==> config.mk <==
export PLATFORM = sky130hd
export DESIGN_NAME = psi_serial_in
export DESIGN_NICKNAME = d
export VERILOG_FILES = /design/src/psi_pkg.sv /design/src/psi_pwm_chan.sv /design/src/psi_serial_in.sv
export VERILOG_INCLUDE_DIRS = /design/src
export SDC_FILE = /design/constraint.sdc
export NUM_CORES = 1
export LEC_CHECK = 0
export ABC_AREA = 1
export BUFFER_PORTS_ARGS = -buffer_cell sky130_fd_sc_hd__buf_2
export CORE_ASPECT_RATIO = 2
export CORE_MARGIN = 3
export CORE_UTILIZATION = 55
export DETAILED_ROUTE_END_ITERATION = 7
export GPL_ROUTABILITY_DRIVEN = 0
export GPL_TIMING_DRIVEN = 0
export HOLD_SLACK_MARGIN = 0.15
export PLACE_DENSITY = 0.75
export SYNTH_ARGS = -nofsm -noshare
export SYNTH_HDL_FRONTEND = slang
export SYNTH_SLANG_ARGS = --single-unit
==> constraint.sdc <==
create_clock -name aclk -period 2.4 [get_ports aclk]
set_input_delay 0.24 -clock aclk [delete_from_list [all_inputs] [get_ports aclk]]
set_output_delay 0.24 -clock aclk [all_outputs]
set_load 0.02 [all_outputs]
==> src/psi_defs.svh <==
// Constants of the serial PCM input block: timing, framing, register map.
// Assumes a 25 MHz system clock; included by bare name.
`ifndef PSI_DEFS_SVH
`define PSI_DEFS_SVH

`define PSI_CLK_PERIOD_NS    40
`define PSI_NOCLK_NS         4000
`define PSI_NOCLK_CYC        ((`PSI_NOCLK_NS) / (`PSI_CLK_PERIOD_NS))
`define PSI_INIT_NS          20000
`define PSI_INIT_CYC         (((`PSI_INIT_NS) + (`PSI_CLK_PERIOD_NS) - 1) / (`PSI_CLK_PERIOD_NS))

`define PSI_FMT_RJ16         3'h0
`define PSI_FMT_RJ20         3'h1
`define PSI_FMT_RJ24         3'h2
`define PSI_FMT_I2S16        3'h3
`define PSI_FMT_I2S20        3'h4
`define PSI_FMT_I2S24        3'h5
`define PSI_FMT_LJ16         3'h6
`define PSI_FMT_DSP16        3'h7

`define PSI_LAST_SLOT_HALF   6'h1f
`define PSI_LAST_SLOT_FRAME  6'h3f
`define PSI_DSP_LATCH_SLOT   6'h20

`define PSI_PWM_MID          8'h80
`define PSI_PWM_MIN          8'h81

`define PSI_REG_CTRL         8'h00
`define PSI_REG_STATUS       8'h04
`define PSI_REG_LEFT         8'h08
`define PSI_REG_RIGHT        8'h0c
`define PSI_CTRL_SOFT_MUTE   0
`define PSI_CTRL_REINIT      1
`define PSI_STAT_VALID       0
`define PSI_STAT_NOCLK       1
`define PSI_STAT_FMT_LSB     4
`define PSI_STAT_STATE_LSB   8
`define PSI_STAT_QMUTE       12
`define PSI_RESP_OKAY        2'b00
`define PSI_RESP_SLVERR      2'b10

`endif

==> src/psi_pkg.sv <==
// Types shared by the serial PCM input block and its PWM stage.
// Holds no logic.
package psi_pkg;

  typedef enum logic [2:0] {
    PSI_ST_INIT = 3'b001,
    PSI_ST_RUN  = 3'b010,
    PSI_ST_ERR  = 3'b100
  } psi_state_e;

  typedef enum logic [2:0] {
    PSI_PWM_HARD  = 3'b001,
    PSI_PWM_QUIET = 3'b010,
    PSI_PWM_AUDIO = 3'b100
  } psi_pwm_e;

endpackage

==> src/psi_pwm_chan.sv <==
// One stereo channel of the PWM output stage: two differential legs.
// Assumes mode and level come from logic on the same clock.
`timescale 1ns/10ps
`include "psi_defs.svh"

module psi_pwm_chan (
  input  wire logic             aclk,
  input  wire logic             aresetn,
  input  wire psi_pkg::psi_pwm_e mode,
  input  wire logic [7:0]       level,
  output logic                  a_pos,
  output logic                  a_neg,
  output logic                  b_pos,
  output logic                  b_neg
);

  logic [7:0] cnt_q;
  logic [7:0] duty_a_q;
  logic [7:0] duty_b_q;
  logic [7:0] lvl;
  logic       a_on;
  logic       b_on;

  // Most negative code clamped so the B leg never wraps to full off
  assign lvl = (level == `PSI_PWM_MID) ? `PSI_PWM_MIN : level;

  always_ff @(posedge aclk) begin
    if (!aresetn) begin
      cnt_q <= 8'h00;
    end else begin
      cnt_q <= cnt_q + 8'h01;
    end
  end

  // Duty reloaded only at wrap, so no pulse is cut short mid-period
  always_ff @(posedge aclk) begin
    if (!aresetn) begin
      duty_a_q <= `PSI_PWM_MID;
      duty_b_q <= `PSI_PWM_MID;
    end else if (cnt_q == 8'hff) begin
      duty_a_q <= `PSI_PWM_MID + lvl;
      duty_b_q <= `PSI_PWM_MID - lvl;
    end
  end

  assign a_on = (mode == psi_pkg::PSI_PWM_QUIET) ? (cnt_q < `PSI_PWM_MID) : (cnt_q < duty_a_q);
  assign b_on = (mode == psi_pkg::PSI_PWM_QUIET) ? (cnt_q < `PSI_PWM_MID) : (cnt_q < duty_b_q);

  always_ff @(posedge aclk) begin
    if (!aresetn) begin
      a_pos <= 1'b0;
      a_neg <= 1'b1;
      b_pos <= 1'b0;
      b_neg <= 1'b1;
    end else begin
      case (mode)
        psi_pkg::PSI_PWM_QUIET, psi_pkg::PSI_PWM_AUDIO: begin
          a_pos <= a_on;
          a_neg <= ~a_on;
          b_pos <= b_on;
          b_neg <= ~b_on;
        end
        default: begin
          a_pos <= 1'b0;
          a_neg <= 1'b1;
          b_pos <= 1'b0;
          b_neg <= 1'b1;
        end
      endcase
    end
  end

endmodule

==> src/psi_serial_in.sv <==
// Serial PCM audio input with clock error status and PWM output control.
// Assumes bit clock, word clock, data and pins are asynchronous to aclk.
// How it works
// - Clock loss or phase error drops both valid outputs low.
// - While a clock error lasts, all PWM pairs are hard-muted.
// - When the error clears, initialisation reruns, then valid goes high.
// - Three select pins form format number 0 to 7, bit2 most significant.
// - Modes 0, 1, 2 are right-justified 16, 20, 24 bit, MSB first.
// - Modes 3, 4, 5 are I2S-style 16, 20, 24 bit.
// - Mode 6 is 16-bit left-justified; mode 7 is 16-bit DSP frame.
// - Each word clock period spans exactly 64 bit clocks.
// - Justified formats: left while word clock high, right while low.
// - I2S-style: left while word clock low, right while high.
// - Justified and I2S formats capture data on rising bit clock.
// - DSP format captures data on falling bit clock.
// - Hard mute holds positive outputs low and negative outputs high.
// - Quiet mute drives both sides at 50 percent duty.
// - Normal operation outputs differential PWM of the received audio.
// - Any format pin change during operation restarts initialisation.
// - Mute input low gives quiet mute; high gives audio.
//
// Implementation choices: the register addresses and register access over AXI4-Lite.
`timescale 1ns/10ps
`include "psi_defs.svh"

module psi_serial_in (
  input  wire logic        aclk,
  input  wire logic        aresetn,
  input  wire logic        bit_clk,
  input  wire logic        chan_clk,
  input  wire logic        serial_audio_in,
  input  wire logic        format_sel_bit0,
  input  wire logic        format_sel_bit1,
  input  wire logic        format_sel_bit2,
  input  wire logic        mute_n,
  output logic             left_valid_out,
  output logic             right_valid_out,
  output logic             left_a_positive_out,
  output logic             left_a_negative_out,
  output logic             left_b_positive_out,
  output logic             left_b_negative_out,
  output logic             right_a_positive_out,
  output logic             right_a_negative_out,
  output logic             right_b_positive_out,
  output logic             right_b_negative_out,
  input  wire logic [7:0]  s_axi_awaddr,
  input  wire logic        s_axi_awvalid,
  output logic             s_axi_awready,
  input  wire logic [31:0] s_axi_wdata,
  input  wire logic [3:0]  s_axi_wstrb,
  input  wire logic        s_axi_wvalid,
  output logic             s_axi_wready,
  output logic [1:0]       s_axi_bresp,
  output logic             s_axi_bvalid,
  input  wire logic        s_axi_bready,
  input  wire logic [7:0]  s_axi_araddr,
  input  wire logic        s_axi_arvalid,
  output logic             s_axi_arready,
  output logic [31:0]      s_axi_rdata,
  output logic [1:0]       s_axi_rresp,
  output logic             s_axi_rvalid,
  input  wire logic        s_axi_rready
);

  function automatic logic [23:0] psi_extract(input logic [2:0] m, input logic [31:0] s);
    case (m)
      `PSI_FMT_RJ16:  return {s[15:0], 8'h00};
      `PSI_FMT_RJ20:  return {s[19:0], 4'h0};
      `PSI_FMT_RJ24:  return s[23:0];
      `PSI_FMT_I2S16: return {s[30:15], 8'h00};
      `PSI_FMT_I2S20: return {s[30:11], 4'h0};
      `PSI_FMT_I2S24: return s[30:7];
      `PSI_FMT_LJ16:  return {s[31:16], 8'h00};
      default:        return {s[15:0], 8'h00};
    endcase
  endfunction

  function automatic logic psi_addr_ok(input logic [7:0] a);
    return (a == `PSI_REG_CTRL) || (a == `PSI_REG_STATUS) ||
           (a == `PSI_REG_LEFT) || (a == `PSI_REG_RIGHT);
  endfunction

  logic [6:0]          sync1_q;
  logic [6:0]          sync2_q;
  logic                bclk_d1_q;
  logic                bclk_s;
  logic                wclk_s;
  logic                din_s;
  logic                mute_n_s;
  logic [2:0]          fmt_s;
  logic [2:0]          fmt_last_q;
  logic                fmt_chg;
  logic                is_dsp;
  logic                is_i2s;
  logic                bclk_rise;
  logic                bclk_fall;
  logic                cap;
  logic                frame;
  logic [5:0]          last_slot;
  logic                ph_err;
  logic                good_frame;
  logic                clk_err;
  logic [31:0]         shreg_q;
  logic [5:0]          cnt_q;
  logic                wclk_last_q;
  logic                synced_q;
  logic [23:0]         ext_val;
  logic [23:0]         left_q;
  logic [23:0]         right_q;
  logic [7:0]          wd_q;
  logic                no_clk_q;
  psi_pkg::psi_state_e st_q;
  logic [15:0]         init_cnt_q;
  psi_pkg::psi_pwm_e   pmode;
  logic                soft_mute_q;
  logic                reinit_q;
  logic                aw_hold_q;
  logic                w_hold_q;
  logic [7:0]          awaddr_q;
  logic [31:0]         wdata_q;
  logic [3:0]          wstrb_q;
  logic                wr_go;
  logic [31:0]         rd_val;

  // Two-stage synchronisers; stage one is read only by stage two
  always_ff @(posedge aclk) begin
    if (!aresetn) begin
      sync1_q   <= 7'h00;
      sync2_q   <= 7'h00;
      bclk_d1_q <= 1'b0;
    end else begin
      sync1_q   <= {mute_n, format_sel_bit2, format_sel_bit1, format_sel_bit0,
                    serial_audio_in, chan_clk, bit_clk};
      sync2_q   <= sync1_q;
      bclk_d1_q <= sync2_q[0];
    end
  end

  assign bclk_s   = sync2_q[0];
  assign wclk_s   = sync2_q[1];
  assign din_s    = sync2_q[2];
  assign fmt_s    = sync2_q[5:3];
  assign mute_n_s = sync2_q[6];

  assign is_dsp    = (fmt_s == `PSI_FMT_DSP16);
  assign is_i2s    = (fmt_s >= `PSI_FMT_I2S16) && (fmt_s <= `PSI_FMT_I2S24);
  assign bclk_rise = bclk_s & ~bclk_d1_q;
  assign bclk_fall = ~bclk_s & bclk_d1_q;
  assign cap       = is_dsp ? bclk_fall : bclk_rise;
  // DSP framing keys on the sync pulse rising; others on either edge
  assign frame     = is_dsp ? (wclk_s & ~wclk_last_q) : (wclk_s ^ wclk_last_q);
  assign last_slot = is_dsp ? `PSI_LAST_SLOT_FRAME : `PSI_LAST_SLOT_HALF;
  // Early or missing word clock edge both break the 64-slot frame
  assign ph_err     = cap & synced_q & (frame ? (cnt_q != last_slot)
                                              : (cnt_q == last_slot));
  assign good_frame = cap & frame & synced_q & (cnt_q == last_slot);
  assign clk_err    = no_clk_q | ph_err;
  assign ext_val    = psi_extract(fmt_s, shreg_q);

  always_ff @(posedge aclk) begin
    if (!aresetn) begin
      fmt_last_q <= 3'h0;
    end else begin
      fmt_last_q <= fmt_s;
    end
  end
  assign fmt_chg = (fmt_s != fmt_last_q);

  always_ff @(posedge aclk) begin
    if (!aresetn) begin
      shreg_q     <= 32'h0000_0000;
      cnt_q       <= 6'h00;
      wclk_last_q <= 1'b0;
    end else if (cap) begin
      shreg_q     <= {shreg_q[30:0], din_s};
      wclk_last_q <= wclk_s;
      cnt_q       <= frame ? 6'h00 : cnt_q + 6'h01;
    end
  end

  // First edge after a disturbance only aligns; it is not checked
  always_ff @(posedge aclk) begin
    if (!aresetn) begin
      synced_q <= 1'b0;
    end else if (no_clk_q || ph_err || fmt_chg) begin
      synced_q <= 1'b0;
    end else if (cap && frame) begin
      synced_q <= 1'b1;
    end
  end

  always_ff @(posedge aclk) begin
    if (!aresetn) begin
      left_q  <= 24'h00_0000;
      right_q <= 24'h00_0000;
    end else if (good_frame && !is_dsp) begin
      // Finished half belongs to the level the word clock just left
      if (is_i2s ^ wclk_last_q) begin
        left_q  <= ext_val;
      end else begin
        right_q <= ext_val;
      end
    end else if (cap && synced_q && is_dsp && !frame && cnt_q == `PSI_DSP_LATCH_SLOT) begin
      left_q  <= psi_extract(`PSI_FMT_LJ16, shreg_q);
      right_q <= psi_extract(`PSI_FMT_RJ16, shreg_q);
    end
  end

  // Bit clock watchdog
  always_ff @(posedge aclk) begin
    if (!aresetn) begin
      wd_q     <= 8'h00;
      no_clk_q <= 1'b0;
    end else if (bclk_rise || bclk_fall) begin
      wd_q     <= 8'h00;
      no_clk_q <= 1'b0;
    end else if (wd_q != 8'(`PSI_NOCLK_CYC - 1)) begin
      wd_q     <= wd_q + 8'h01;
    end else begin
      no_clk_q <= 1'b1;
    end
  end

  always_ff @(posedge aclk) begin
    if (!aresetn) begin
      st_q       <= psi_pkg::PSI_ST_INIT;
      init_cnt_q <= 16'h0000;
    end else begin
      case (st_q)
        psi_pkg::PSI_ST_INIT: begin
          if (clk_err) begin
            st_q <= psi_pkg::PSI_ST_ERR;
          end else if (fmt_chg || reinit_q) begin
            init_cnt_q <= 16'h0000;
          end else if (init_cnt_q == 16'(`PSI_INIT_CYC - 1)) begin
            st_q <= psi_pkg::PSI_ST_RUN;
          end else begin
            init_cnt_q <= init_cnt_q + 16'h0001;
          end
        end
        psi_pkg::PSI_ST_RUN: begin
          if (clk_err) begin
            st_q <= psi_pkg::PSI_ST_ERR;
          end else if (fmt_chg || reinit_q) begin
            st_q       <= psi_pkg::PSI_ST_INIT;
            init_cnt_q <= 16'h0000;
          end
        end
        psi_pkg::PSI_ST_ERR: begin
          if (good_frame && !no_clk_q) begin
            st_q       <= psi_pkg::PSI_ST_INIT;
            init_cnt_q <= 16'h0000;
          end
        end
        default: begin
          st_q       <= psi_pkg::PSI_ST_INIT;
          init_cnt_q <= 16'h0000;
        end
      endcase
    end
  end

  assign left_valid_out  = (st_q == psi_pkg::PSI_ST_RUN);
  assign right_valid_out = (st_q == psi_pkg::PSI_ST_RUN);
  assign pmode = (st_q != psi_pkg::PSI_ST_RUN) ? psi_pkg::PSI_PWM_HARD :
                 (!mute_n_s || soft_mute_q)    ? psi_pkg::PSI_PWM_QUIET :
                                                 psi_pkg::PSI_PWM_AUDIO;

  psi_pwm_chan u_pwm_left (
    .aclk    (aclk),
    .aresetn (aresetn),
    .mode    (pmode),
    .level   (left_q[23:16]),
    .a_pos   (left_a_positive_out),
    .a_neg   (left_a_negative_out),
    .b_pos   (left_b_positive_out),
    .b_neg   (left_b_negative_out)
  );

  psi_pwm_chan u_pwm_right (
    .aclk    (aclk),
    .aresetn (aresetn),
    .mode    (pmode),
    .level   (right_q[23:16]),
    .a_pos   (right_a_positive_out),
    .a_neg   (right_a_negative_out),
    .b_pos   (right_b_positive_out),
    .b_neg   (right_b_negative_out)
  );

  // AXI4-Lite slave: address and data accepted in either order
  assign s_axi_awready = !aw_hold_q && !s_axi_bvalid;
  assign s_axi_wready  = !w_hold_q && !s_axi_bvalid;
  assign s_axi_arready = !s_axi_rvalid;
  assign wr_go         = aw_hold_q && w_hold_q;

  always_ff @(posedge aclk) begin
    if (!aresetn) begin
      aw_hold_q <= 1'b0;
      awaddr_q  <= 8'h00;
    end else if (s_axi_awvalid && s_axi_awready) begin
      aw_hold_q <= 1'b1;
      awaddr_q  <= s_axi_awaddr;
    end else if (wr_go) begin
      aw_hold_q <= 1'b0;
    end
  end

  always_ff @(posedge aclk) begin
    if (!aresetn) begin
      w_hold_q <= 1'b0;
      wdata_q  <= 32'h0000_0000;
      wstrb_q  <= 4'h0;
    end else if (s_axi_wvalid && s_axi_wready) begin
      w_hold_q <= 1'b1;
      wdata_q  <= s_axi_wdata;
      wstrb_q  <= s_axi_wstrb;
    end else if (wr_go) begin
      w_hold_q <= 1'b0;
    end
  end

  always_ff @(posedge aclk) begin
    if (!aresetn) begin
      s_axi_bvalid <= 1'b0;
      s_axi_bresp  <= `PSI_RESP_OKAY;
    end else if (wr_go) begin
      s_axi_bvalid <= 1'b1;
      s_axi_bresp  <= psi_addr_ok(awaddr_q) ? `PSI_RESP_OKAY : `PSI_RESP_SLVERR;
    end else if (s_axi_bready) begin
      s_axi_bvalid <= 1'b0;
    end
  end

  // Reinit bit is a one-cycle request; it never reads back as set
  always_ff @(posedge aclk) begin
    if (!aresetn) begin
      soft_mute_q <= 1'b0;
      reinit_q    <= 1'b0;
    end else if (wr_go && awaddr_q == `PSI_REG_CTRL && wstrb_q[0]) begin
      soft_mute_q <= wdata_q[`PSI_CTRL_SOFT_MUTE];
      reinit_q    <= wdata_q[`PSI_CTRL_REINIT];
    end else begin
      reinit_q    <= 1'b0;
    end
  end

  always_comb begin
    rd_val = 32'h0000_0000;
    case (s_axi_araddr)
      `PSI_REG_CTRL: begin
        rd_val[`PSI_CTRL_SOFT_MUTE] = soft_mute_q;
      end
      `PSI_REG_STATUS: begin
        rd_val[`PSI_STAT_VALID]          = left_valid_out;
        rd_val[`PSI_STAT_NOCLK]          = no_clk_q;
        rd_val[`PSI_STAT_FMT_LSB +: 3]   = fmt_s;
        rd_val[`PSI_STAT_STATE_LSB +: 3] = st_q;
        rd_val[`PSI_STAT_QMUTE]          = (pmode == psi_pkg::PSI_PWM_QUIET);
      end
      `PSI_REG_LEFT:  rd_val = {8'h00, left_q};
      `PSI_REG_RIGHT: rd_val = {8'h00, right_q};
      default:        rd_val = 32'h0000_0000;
    endcase
  end

  always_ff @(posedge aclk) begin
    if (!aresetn) begin
      s_axi_rvalid <= 1'b0;
      s_axi_rdata  <= 32'h0000_0000;
      s_axi_rresp  <= `PSI_RESP_OKAY;
    end else if (s_axi_arvalid && s_axi_arready) begin
      s_axi_rvalid <= 1'b1;
      s_axi_rdata  <= rd_val;
      s_axi_rresp  <= psi_addr_ok(s_axi_araddr) ? `PSI_RESP_OKAY : `PSI_RESP_SLVERR;
    end else if (s_axi_rready) begin
      s_axi_rvalid <= 1'b0;
    end
  end
endmodule

### Word level (Yosys, flattened, before mapping)

Index checks and enable logic that the tools add are counted.

| word-level totals | value |
|---|---|
| bits in registers | 243 |
| output and inout port bits | 51 |

| cells by class | value |
|---|---|
| bitwise logic cells | 19 |
| $add $sub $neg | 9 |
| $lt $le $gt $ge | 8 |
| eq/ne operators | 39 |
| reduce and logical (&&, ||, !) cells | 51 |
| multiplexer cells | 52 |

Operators with widths:

| kind | count |
|---|---|
| two-way mux 24 bit | 6 |
| case mux 24 bit (6 select lines) | 1 |
| two-way mux 16 bit | 6 |
| case mux 16 bit (3 select lines) | 1 |
| equality test 8 x 4 -> 1 bit (second input constant) | 4 |
| equality test 8 bit (second input constant) | 4 |
| < comparator 8 bit | 4 |
| case mux 3 bit (3 select lines) | 3 |
| adder 8 x 1 -> 8 bit (second input constant) | 3 |
| two-way mux 3 bit | 8 |
| case mux 11 bit (2 select lines) | 1 |
| equality test 3 bit (second input constant) | 6 |
| adder 16 x 1 -> 16 bit (second input constant) | 1 |
| adder 8 bit (first input constant) | 2 |
| equality test 16 x 9 -> 1 bit (second input constant) | 1 |
| equality test 8 x 3 -> 1 bit (second input constant) | 2 |
| logical AND 1 bit | 16 |
| logical NOT 8 bit | 2 |
| < comparator 8 bit (second input constant) | 2 |
| two-way mux 8 bit | 2 |
| subtractor 8 bit (first input constant) | 2 |
| two-way mux 1 bit | 14 |
| equality test 3 x 2 -> 1 bit (second input constant) | 4 |
| two-way mux 6 bit | 2 |
| other kinds (30) | 81 |

### Depth between registers and ports, before layout

Gate-level depths: netlist (run 1).

| depth | value |
|---|---|
| word-level depth | 9 |
| mapped depth | 15 |

### By module

From an unflattened synthesis (run 1), not the netlist that was laid out.

| unflattened totals | value |
|---|---|
| cell total of the unflattened synthesis | 1,662 |
| area total of the unflattened synthesis | 11,846.4 um^2 |

Modules (own cells, without submodules):

| module | instances | sequential area each (um^2) | area an instance (um^2) | cells each |
|---|---|---|---|---|
| psi_serial_in | 1 | 3,543.4 | 8,818.5 | 1,230 |
| psi_pwm_chan | 2 | 540.5 | 1,514.0 | 216 |

### Worst setup path before layout (run 1)

OpenSTA, ideal clock, no wires.

| timing path | value |
|---|---|
| path kind | flip-flop to flip-flop |
| start point | register st_q[1] |
| end point | register init_cnt_q[9] |
| setup time | 0.112 ns |
| buffers on the path | 1 |
| data arrival time | 1.910 ns |
| cell stages (with the launch flop) | 11 |
| slack | 0.379 ns |
| path through | dfxtp_1 inv_1 nor3_1 inv_1 nor2_1 nor2_4 nand3_2 inv_2 buf_6 nor2_1 nor2_1 |

| on the way | value |
|---|---|
| longest elaborated chain between the ends | 3 |

RTL lines:

| element | line | source |
|---|---|---|
| from (decl) | psi_serial_in.sv:112 | `psi_pkg::psi_state_e st_q;` |
| from (signal assigned) | psi_serial_in.sv:226 | `st_q <= psi_pkg::PSI_ST_INIT;` |
| from (signal assigned) | psi_serial_in.sv:232 | `st_q <= psi_pkg::PSI_ST_ERR;` |
| from (signal assigned) | psi_serial_in.sv:236 | `st_q <= psi_pkg::PSI_ST_RUN;` |
| equality test 3 x 2 -> 1 bit (*) | -- |  |
| via left_valid_out | psi_serial_in.sv:36 | `output logic left_valid_out,` |
| != test 2 x 1 -> 1 bit (no source line) or != test 2 bit (tied branches) | -- |  |
| AND reduction 5 bit (no source line) | -- |  |
| to (signal assigned) | psi_serial_in.sv:238 | `init_cnt_q <= init_cnt_q + 16'h0001;` |
| to (decl) | psi_serial_in.sv:113 | `logic [15:0] init_cnt_q;` |

Mark *: on every way through the listed nets, which the timed path passes. The rest lies on a longest branch.
A chain may end at the register's enable or synchronous reset.

==> metrics, run 1 <==
status complete, no violations; Fin. Hold Viols 0; total die area 22780 µm²; met3 WL 1947 µm; Setup WS post-layout 0.1758 ns; Post-synth EDFFs 0; min-delay src s_axi_araddr[7]; Initial DRT Pass Iterations 6; GR Overflow Total 0; CP endpoint kind flop; antenna violations before repair 0; clock root buffer clkbuf_16; final wirelength 34270 µm; worst path cell trace clkbuf_1 -> clkbuf_1 -> clkbuf_1 -> o21ai_0 -> a21oi_1 -> dlygate4sd3_1; CP max-delay cell clkbuf_1; post-detail-place hpwl 25690 µm; Critical Path Source aresetn; Power Density 639.7 nW/µm²; die span in y 210.5 µm; DRT antenna net count 0; Post-synth top cells nand2_1, dfxtp_1, nor2_1; Post-Syn Area 11500 µm²; top routing layer in use met4; TritonCTS clock tree done; Synth async-reset ratio 0%; post-synthesis mux area share 0%; DR iter-0 viols 783; area delta synth->final 14.88%; fraction of layout cells with a size suffix above 1 10.33%; Startpoint Class input port; r2r endpoint left_q[4]; largest net degree at the start of global routing 17; Tmin final 2.224 ns; Placed Area 12220 µm²; hold depth 5; synth top area cells dfxtp_1, nand2_1, o21ai_0, nor2_1, inv_1; # clock sinks 231; post-place setup slack 0.03435 ns; vias per cell 5.522; first-pass GRT wire length 54390 µm; vias in the first global route 11100; routed wl met2 18040 µm; PortBufs 72; largest family of logic cells by synthesized area simple AND/OR/NAND/NOR gates; Initial Util 56.18%; ANT cells 0; area leader, netlist dfxtp_1; final setup violation count 0; Worst slew margin 37.32%; chip width 108.2 µm; P_leak 5.765 nW; Tot GR Track Use 29.95%; slack of the worst reg-to-reg path 0.19 ns; Avg Inst Size Synth 6.988 µm²; worst reg2reg path startpoint sync2_q[5]; Hold Path End s_axi_rresp[1]; Crit Path Category input port to flop; Yosys top cell area share 40.23%; RSZ-0062 raised after global routing false; Clock Latency Late Sink 0.52 ns; DRC 0; #FFs+latches synth 231; core area 20460 µm²; yosys warns 0; post-DR wirelength/cell 16.73 µm; DRT met1 WL 12030 µm; FMAX 449.6 MHz; Final #Nets 1875; adder-cell area share of the yosys netlist 4.245%; H-tree Lvls 1; Synth Area in Simple Gates 25.25%; worst path arrival time 2.68 ns; ys flop type dfxtp_1; slew of the pin with the lowest slew margin 0.9402 ns; Design Area, Final 13210 µm²; Post-Synth XOR/XNOR Area 1.056%; TNS Setup 0 ns; clk buf depth 3; Worst VDD drop 0.0006104 V; sequential share of the synthesized area 40.23%; most common cell in the synthesized netlist nand2_1; Inserted Clock Buffers 21; r2r worst-path depth 9; Gate Count Post-Synth 1645; max cap viols 0; Crit Path Max Fanout 10; CP peak stage delay 0.62 ns; Synth Area in Compound Gates 17.83%; crit share post-route 92.67%; Netlist cell types 47; Worst path most repeated cell clkbuf_1; Worst Hold Class input port to flop; routed via count 11310; I/O Pins 117; Clock Skews 0.007867 ns; fin. max-slew vios 0; Pwr Total 0.008448 W; Worst-path clk slew 0.06 ns; Req. time, crit path 2.86 ns; row cnt 74
-- where the power goes --
part           total [W]  switching (W)  internal [W]
combinational   0.000695       0.000468      0.000227
sequential       0.00401      0.0000724       0.00393
clock            0.00375        0.00147       0.00227
total            0.00845        0.00201       0.00644
-- logic make-up after synthesis --
family / Yosys count
other: 1
buffers and inverters: 313
adder cells (fa/ha/maj): 39
AO/OA/AOI/OAI: 381
flip-flops: 231
AND/OR/NAND/NOR: 667
XOR/XNOR: 13
-- placed cells by master (no fill, tap or decap), drive strengths merged, types with 5 or more instances in the layout --
master	n
a211oi	6
a21oi	133
a31o	7
buf	112
bufinv	6
clkbuf	68
clkinv	8
conb	10
dfxtp	231
dlygate4sd3	21
ha	39
inv	226
nand2	280
nand3	59
nand3b	5
nand4	38
nor2	233
nor3	40
o21a	5
o21ai	187
o221ai	8
o22ai	24
xor2	9
-- worst max-delay path, delay by kind of cell --
kind / cells / cell delay (ns)
compound gates: 2 / 0.38
buf+inv: 4 / 2.05
-- layout make-up --
| cell class | instances | area [µm²] |
|---|---|---|
| clock inverters | 12 | 214.0 |
| plain buffers | 85 | 447.9 |
| repair buffers | 93 | 570.5 |
| clock buffers | 23 | 543.0 |
| fillers | 1905 | 7256 |
| multi-input cells | 1110 | 5615 |
| flip-flops and latches | 231 | 4624 |
| inverters | 228 | 858.3 |
| well taps | 266 | 332.8 |
-- registers in the layout, summed over array words and instances, names as in the netlist, 2 cells and up --
register              count
awaddr_q                  8
shreg_q                  32
cnt_q                     6
wdata_q                   2
u_pwm_right.duty_a_q      8
u_pwm_left.cnt_q          8
u_pwm_right.duty_b_q      7
sync1_q                   7
sync2_q                   7
right_q                  24
init_cnt_q               16
wd_q                      8
u_pwm_left.duty_a_q       7
fmt_last_q                3
left_q                   24
st_q                      3
u_pwm_left.duty_b_q       8
s_axi_rdata              24
u_pwm_right.cnt_q         8
-- through the flow --
step	hold slack [ns]	util, %	cells
after detailed placement	0.3987	59.73	1992
final	0.1806	64.54	2048
after global routing	0.2017	64.54	2048
after global placement	0.3928	59.73	1992
after CTS	0.1693	64.48	2048
after floorplan	0.3376	-	1654
-- repair_timing --
item	in CTS	in global routing
hold buffers	21	0
endpoints found under the setup margin	1	24
resized for setup	1	3
gates cloned	0	0
hold endpoints to repair	20	0
buffers inserted	0	0
-- layer usage --
layer,track usage (%),vias to the layer above
li1,-,5598
met3,3.923,150
met2,56.90,446
met1,29.95,5115
met4,18.13,0
met5,0,-
-- worst max path at each step --
stage,to,slack [ns],cells past startpoint
after CTS,u_pwm_left.duty_a_q[3],0.05,11
final,wdata_q[1],0.18,6
after floorplan,init_cnt_q[9],0.38,10
after global placement,u_pwm_left.b_pos,0.05,7
after detailed placement,u_pwm_left.b_pos,0.03,7
after global routing,left_q[21],0.006,11
Power figures use the tool's default switching activity.
==> run 2, diff against run 1 <==
REMOVE_ABC_BUFFERS = 1   (was not set)
SLEW_MARGIN = 20   (was not set)
==> run 2 against run 1 <==
- critical path depth is 2 higher
- sequential share of layout area is 0.32 points higher
- clock skew hardly changed
- combinational power is 4.2% lower
- non-clock buffer count is 57 lower
- first-iteration DRC count is 2.9% higher
- die area stayed put
- clock-buffer cell count is 8 higher
- via count is 0.53% lower
- critical path type is now flop to flop
==> metrics, run 2 (synthesis results as in run 1) <==
Req. time, crit path 2.85 ns; status complete, no violations; final wirelength 32190 µm; TritonCTS clock tree done; Worst-path clk slew 0.07 ns; fin. max-slew vios 0; core area 20460 µm²; I/O Pins 117; min-delay src s_axi_araddr[0]; clk buf depth 3; Fin. Hold Viols 0; Final Util 64.11%; max reg flops 32; # clock sinks 231; Clock Skews 0.007942 ns; ANT cells 0; post-place setup slack -0.6457 ns; Worst slew margin 31.50%; first-pass GRT wire length 51160 µm; Clock Latency Late Sink 0.51 ns; TNS Setup 0 ns; FMAX 428.8 MHz; commonest non-fill, non-tap cell in the layout nand2_1; DR iter-0 viols 806; CP endpoint kind flop; vias per cell 5.633; P_leak 5.673 nW; Tot GR Track Use 27.70%; post-detail-place hpwl 21240 µm; crit share post-route 97.18%; Largest Register shreg_q; Worst Hold Class input port to flop; PortBufs 73; total die area 22780 µm²; post-DR wirelength/cell 16.12 µm; worst reg2reg path startpoint sync2_q[5]; Worst VDD drop 0.0005923 V; max cap viols 0; Inserted Clock Buffers 22; largest net degree at the start of global routing 118; final setup violation count 0; r2r worst-path depth 8; DRT antenna net count 0; chip width 108.2 µm; Setup WS post-layout 0.06770 ns; Tmin final 2.332 ns; worst path arrival time 2.78 ns; vias in the first global route 10900; GR Overflow Total 0; area delta synth->final 14.11%; Power Density 629.3 nW/µm²; Startpoint Class flop; Crit Path Max Fanout 49; clock root buffer clkbuf_16; slew of the pin with the lowest slew margin 1.028 ns; antenna violations before repair 0; Initial Util 56.18%; Final #Nets 1820; fraction of layout cells with a size suffix above 1 9.879%; row cnt 74; H-tree Lvls 1; Initial DRT Pass Iterations 5; Fill cells 1870; DRC 0; most frequent cells in the layout nand2_1, dfxtp_1, nor2_1; r2r endpoint left_q[19]; routed via count 11250; Crit Path Category flop to flop; die span in y 210.5 µm; Hold Path End s_axi_rdata[0]; slack of the worst reg-to-reg path 0.07 ns; hold depth 5
-- run 2: changes by cell type in the layout (fill, tap and decap cells not counted), sizes merged --
cell / delta
clkbuf: -36
buf: -25
dlygate4sd3: +11
bufinv: -4
clkinvlp: +1
dlymetal6s4s: +1
nand4: +1
-- run 2: worst max-delay path by stage --
stage | start | endpoint | slack [ns] | cells past startpoint
6_report | sync2_q[5] | left_q[19] | 0.07 | 8
5_1_grt | sync2_q[3] | left_q[19] | -0.0006 | 8
4_1_cts | sync2_q[4] | left_q[9] | 0.0007 | 11
3_5_place_dp | sync2_q[3] | left_q[9] | -0.65 | 11
3_3_place_gp | aresetn | u_pwm_left.a_neg | -2.97 | 6
2_1_floorplan | sync2_q[3] | cnt_q[5] | -0.05 | 7
-- run 2: cell type report --
class	count	area, µm²	area share (%)
Inverter	228	883.3	6.734
Clock buffer	31	635.6	4.845
Timing Repair Buffer	121	867.1	6.610
Clock inverter	9	101.3	0.7726
Tap cell	266	332.8	2.537
Multi-Input combinational cell	1111	5662	43.16
Sequential cell	231	4636	35.34
-- run 2: metal layers --
layer	track usage (%)	wire length, µm	part of all wire, %
met1	26.56	10960	34
met2	51.83	17010	53
met3	3.800	1611	5.0
met4	20.71	2609	8.1
met5	0	0	0
-- run 2: what timing repair did --
action,CTS,global route
endpoints found under the setup margin,102,75
endpoints found under the hold margin,27,0
gates resized for setup,16,11
pin swaps,1,3
setup buffers,4,8
gates cloned,1,1
hold buffers,33,0
-- run 2: critical path: stages (launching register included) --
cell      delay (ns)
dfxtp_4         0.47
nand3_4         0.16
o21ai_4         0.31
nor2_4          0.09
nand3_4         0.19
clkinv_8        0.19
o21ai_0         0.65
nor2_1          0.11
nor2_1          0.10
-- run 2: power by group --
group,internal [W],switching (W)
logic,0.000232,0.000434
registers,0.00393,0.0000772
clock network,0.00207,0.00151
-- run 2: metrics by stage --
stage | total power (W) | cell area (µm²) | hold WS [ns] | std cells
after floorplan | 0.004446 | 11080 | 0.3100 | 1569
after global placement | 0.004653 | 11780 | 0.4001 | 1908
after detailed placement | 0.004674 | 11840 | 0.3991 | 1910
after CTS | 0.008271 | 13000 | 0.1510 | 1988
after global routing | 0.008539 | 13120 | 0.2281 | 1997
final | 0.008255 | 13120 | 0.1782 | 1997
==> run 3, diff against run 2 <==
SYNTH_HIERARCHICAL = 1   (was not set)
==> run 3 against run 2 <==
- power decreased by 3.2%
- synthesized cell count increased by 1.0%
- die area increased by 2.9%
- sequential cell count unchanged
- core utilization decreased by 1.7 points
- setup slack improved by 0.072 ns
- sequential power about the same
- routed wire length decreased by 4.2%
- clock-buffer cell count increased by 2
==> metrics, run 3 <==
Gate Count Post-Synth 1662; row cnt 75; chip width 109.8 µm; Crit Path Category flop to flop; clock root buffer clkbuf_16; hold depth 4; fin. max-slew vios 0; Worst VDD drop 0.0005936 V; worst path cell trace nand3_4 -> nand2_1 -> o21ai_4 -> nor2_4 -> nand3_2 -> nand2_8 -> inv_6 -> nor2_1 -> nor2_1; Pwr Total 0.007994 W; max cap viols 0; vias per cell 5.549; Synth async-reset ratio 0%; worst path arrival time 2.65 ns; Clock power frac 41.5%; synth top area cells dfxtp_1, nand2_1, nor2_1, inv_1, o21ai_0; RSZ-0062 raised after global routing false; Worst Hold Class input port to flop; post-DR wirelength/cell 15.41 µm; routed via count 11100; r2r endpoint right_q[17]; slack of the worst reg-to-reg path 0.14 ns; sequential share of the synthesized area 39.04%; clk buf depth 3; max reg flops 32; DRT antenna net count 0; Largest Register shreg_q; most common cell in the synthesized netlist nand2_1; Tmin final 2.260 ns; crit share post-route 94.17%; area leader, netlist dfxtp_1; fraction of layout cells with a size suffix above 1 11.95%; Clock Skews 0.01357 ns; core area 21110 µm²; min-delay src s_axi_wvalid; antenna violations before repair 0; Hold Path End wdata_q[0]; CP max-delay cell dfxtp_2; die span in y 213.6 µm; Initial DRT Pass Iterations 5; Post-synth top cells nand2_1, dfxtp_1, nor2_1; fin cells 2001; total die area 23440 µm²; Post-Syn Area 11850 µm²; ANT cells 0; r2r worst-path depth 9; PortBufs 73; GR Overflow Total 0; DR iter-0 viols 749; Flop pwr share 50.3%; DRC 0; slew of the pin with the lowest slew margin 0.9671 ns; final setup violation count 0; area delta synth->final 11.23%; Fin. Hold Viols 0; status complete, no violations; first-pass GRT wire length 49450 µm; Worst-path clk slew 0.06 ns; FMAX 442.5 MHz; Tot GR Track Use 25.99%; most frequent cells in the layout nand2_1, dfxtp_1, nor2_1; Final Util 62.41%; Netlist cell types 55; Post-synth EDFFs 0; Avg Inst Size Synth 7.128 µm²; yosys warns 6; Final #Nets 1828; power share of the combinational group 8.1%; post-detail-place hpwl 21420 µm; Yosys top cell area share 39.04%; CP peak stage delay 0.49 ns; ys flop type dfxtp_1; P_int 0.006074 W; Startpoint Class flop; Req. time, crit path 2.79 ns; I/O Pins 117; worst reg2reg path startpoint sync2_q[3]; final wirelength 30840 µm; Inserted Clock Buffers 22; sw frac 24.03%; Worst path most repeated cell nor2_1; CP endpoint kind flop; Initial Util 56.11%; commonest non-fill, non-tap cell in the layout nand2_1; Power Density 606.7 nW/µm²; dpl cells 1937; TritonCTS clock tree done; Clock Latency Late Sink 0.51 ns; largest net degree at the start of global routing 108; vias in the first global route 10860; Worst slew margin 34.99%; Crit Path Max Fanout 31; switching pwr 0.001921 W; H-tree Lvls 1; P_leak 5.622 nW; # clock sinks 231; #FFs+latches synth 231
==> run 3: cell families after synthesis <==
family	share of synthesized area, %
AND/OR/NAND/NOR	27.05
AO/OA/AOI/OAI	17.61
buffers and inverters	11.19
flip-flops	39.04
adder cells (fa/ha/maj)	4.119
XOR/XNOR	0.9718
other	0.03166
==> run 3: per-layer routing <==
metal  share of wire (%)  track usage, %
met3                 5.1           3.314
met4                 7.8           17.43
met1                  34           24.53
met2                  53           50.22
met5                   0               0
==> run 3: final cells by class <==
type / instances / area [µm²]
timing repair buffer: 104 / 705.7
sequential: 231 / 4634
clock buffer: 33 / 673.1
fill: 1967 / 7938
tap: 269 / 336.6
timing repair inverter: 2 / 17.52
multi-input combinational: 1149 / 5982
inverter: 213 / 827.0
==> run 3: timing repair <==
| item | CTS | global route |
|---|---|---|
| pin swaps | 0 | 2 |
| buffers inserted | 0 | 2 |
| resized for setup | 12 | 5 |
| hold buffers | 26 | 0 |
| cloned | 0 | 3 |
| endpoints found under the hold margin | 24 | 0 |
| setup endpoints to repair | 105 | 57 |
==> run 3: per-stage QoR <==
stage	setup TNS (ns)	hold WS, ns	instance area, µm²	worst slack, ns
6_report	0	0.1729	13180	0.1400
5_1_grt	0	0.2001	13180	0.03217
4_1_cts	0	0.1506	13100	0.004014
3_5_place_dp	-25.32	0.3989	12120	-0.4527
3_3_place_gp	-129.42	0.3931	12070	-1.823
2_1_floorplan	-2.781	0.3100	11370	-0.2573
==> run 3: power groups by stage <==
stage	clock (W)	sequential, W	combinational (W)
detailed placement	0	0.00411	0.000603
floorplan	0	0.00411	0.000375
finish	0.00332	0.00402	0.000652
CTS	0.00338	0.00402	0.000642
global placement	0	0.00410	0.000589
global route	0.00353	0.00404	0.000732
==> run 3: critical path, delay by kind of cell (launching register included) <==
kind            cells  cell delay (ns)
buf+inv             1             0.13
compound gates      1             0.09
simple gates        7             1.42
flops               1             0.49
==> run 3: worst max-delay path by stage <==
stage	start	endpoint
2_1_floorplan	st_q[1]	u_pwm_left/a_neg
3_3_place_gp	aresetn	soft_mute_q
3_5_place_dp	sync2_q[4]	left_q[12]
4_1_cts	wclk_last_q	left_q[12]
5_1_grt	wclk_last_q	init_cnt_q[7]
6_report	sync2_q[3]	right_q[17]
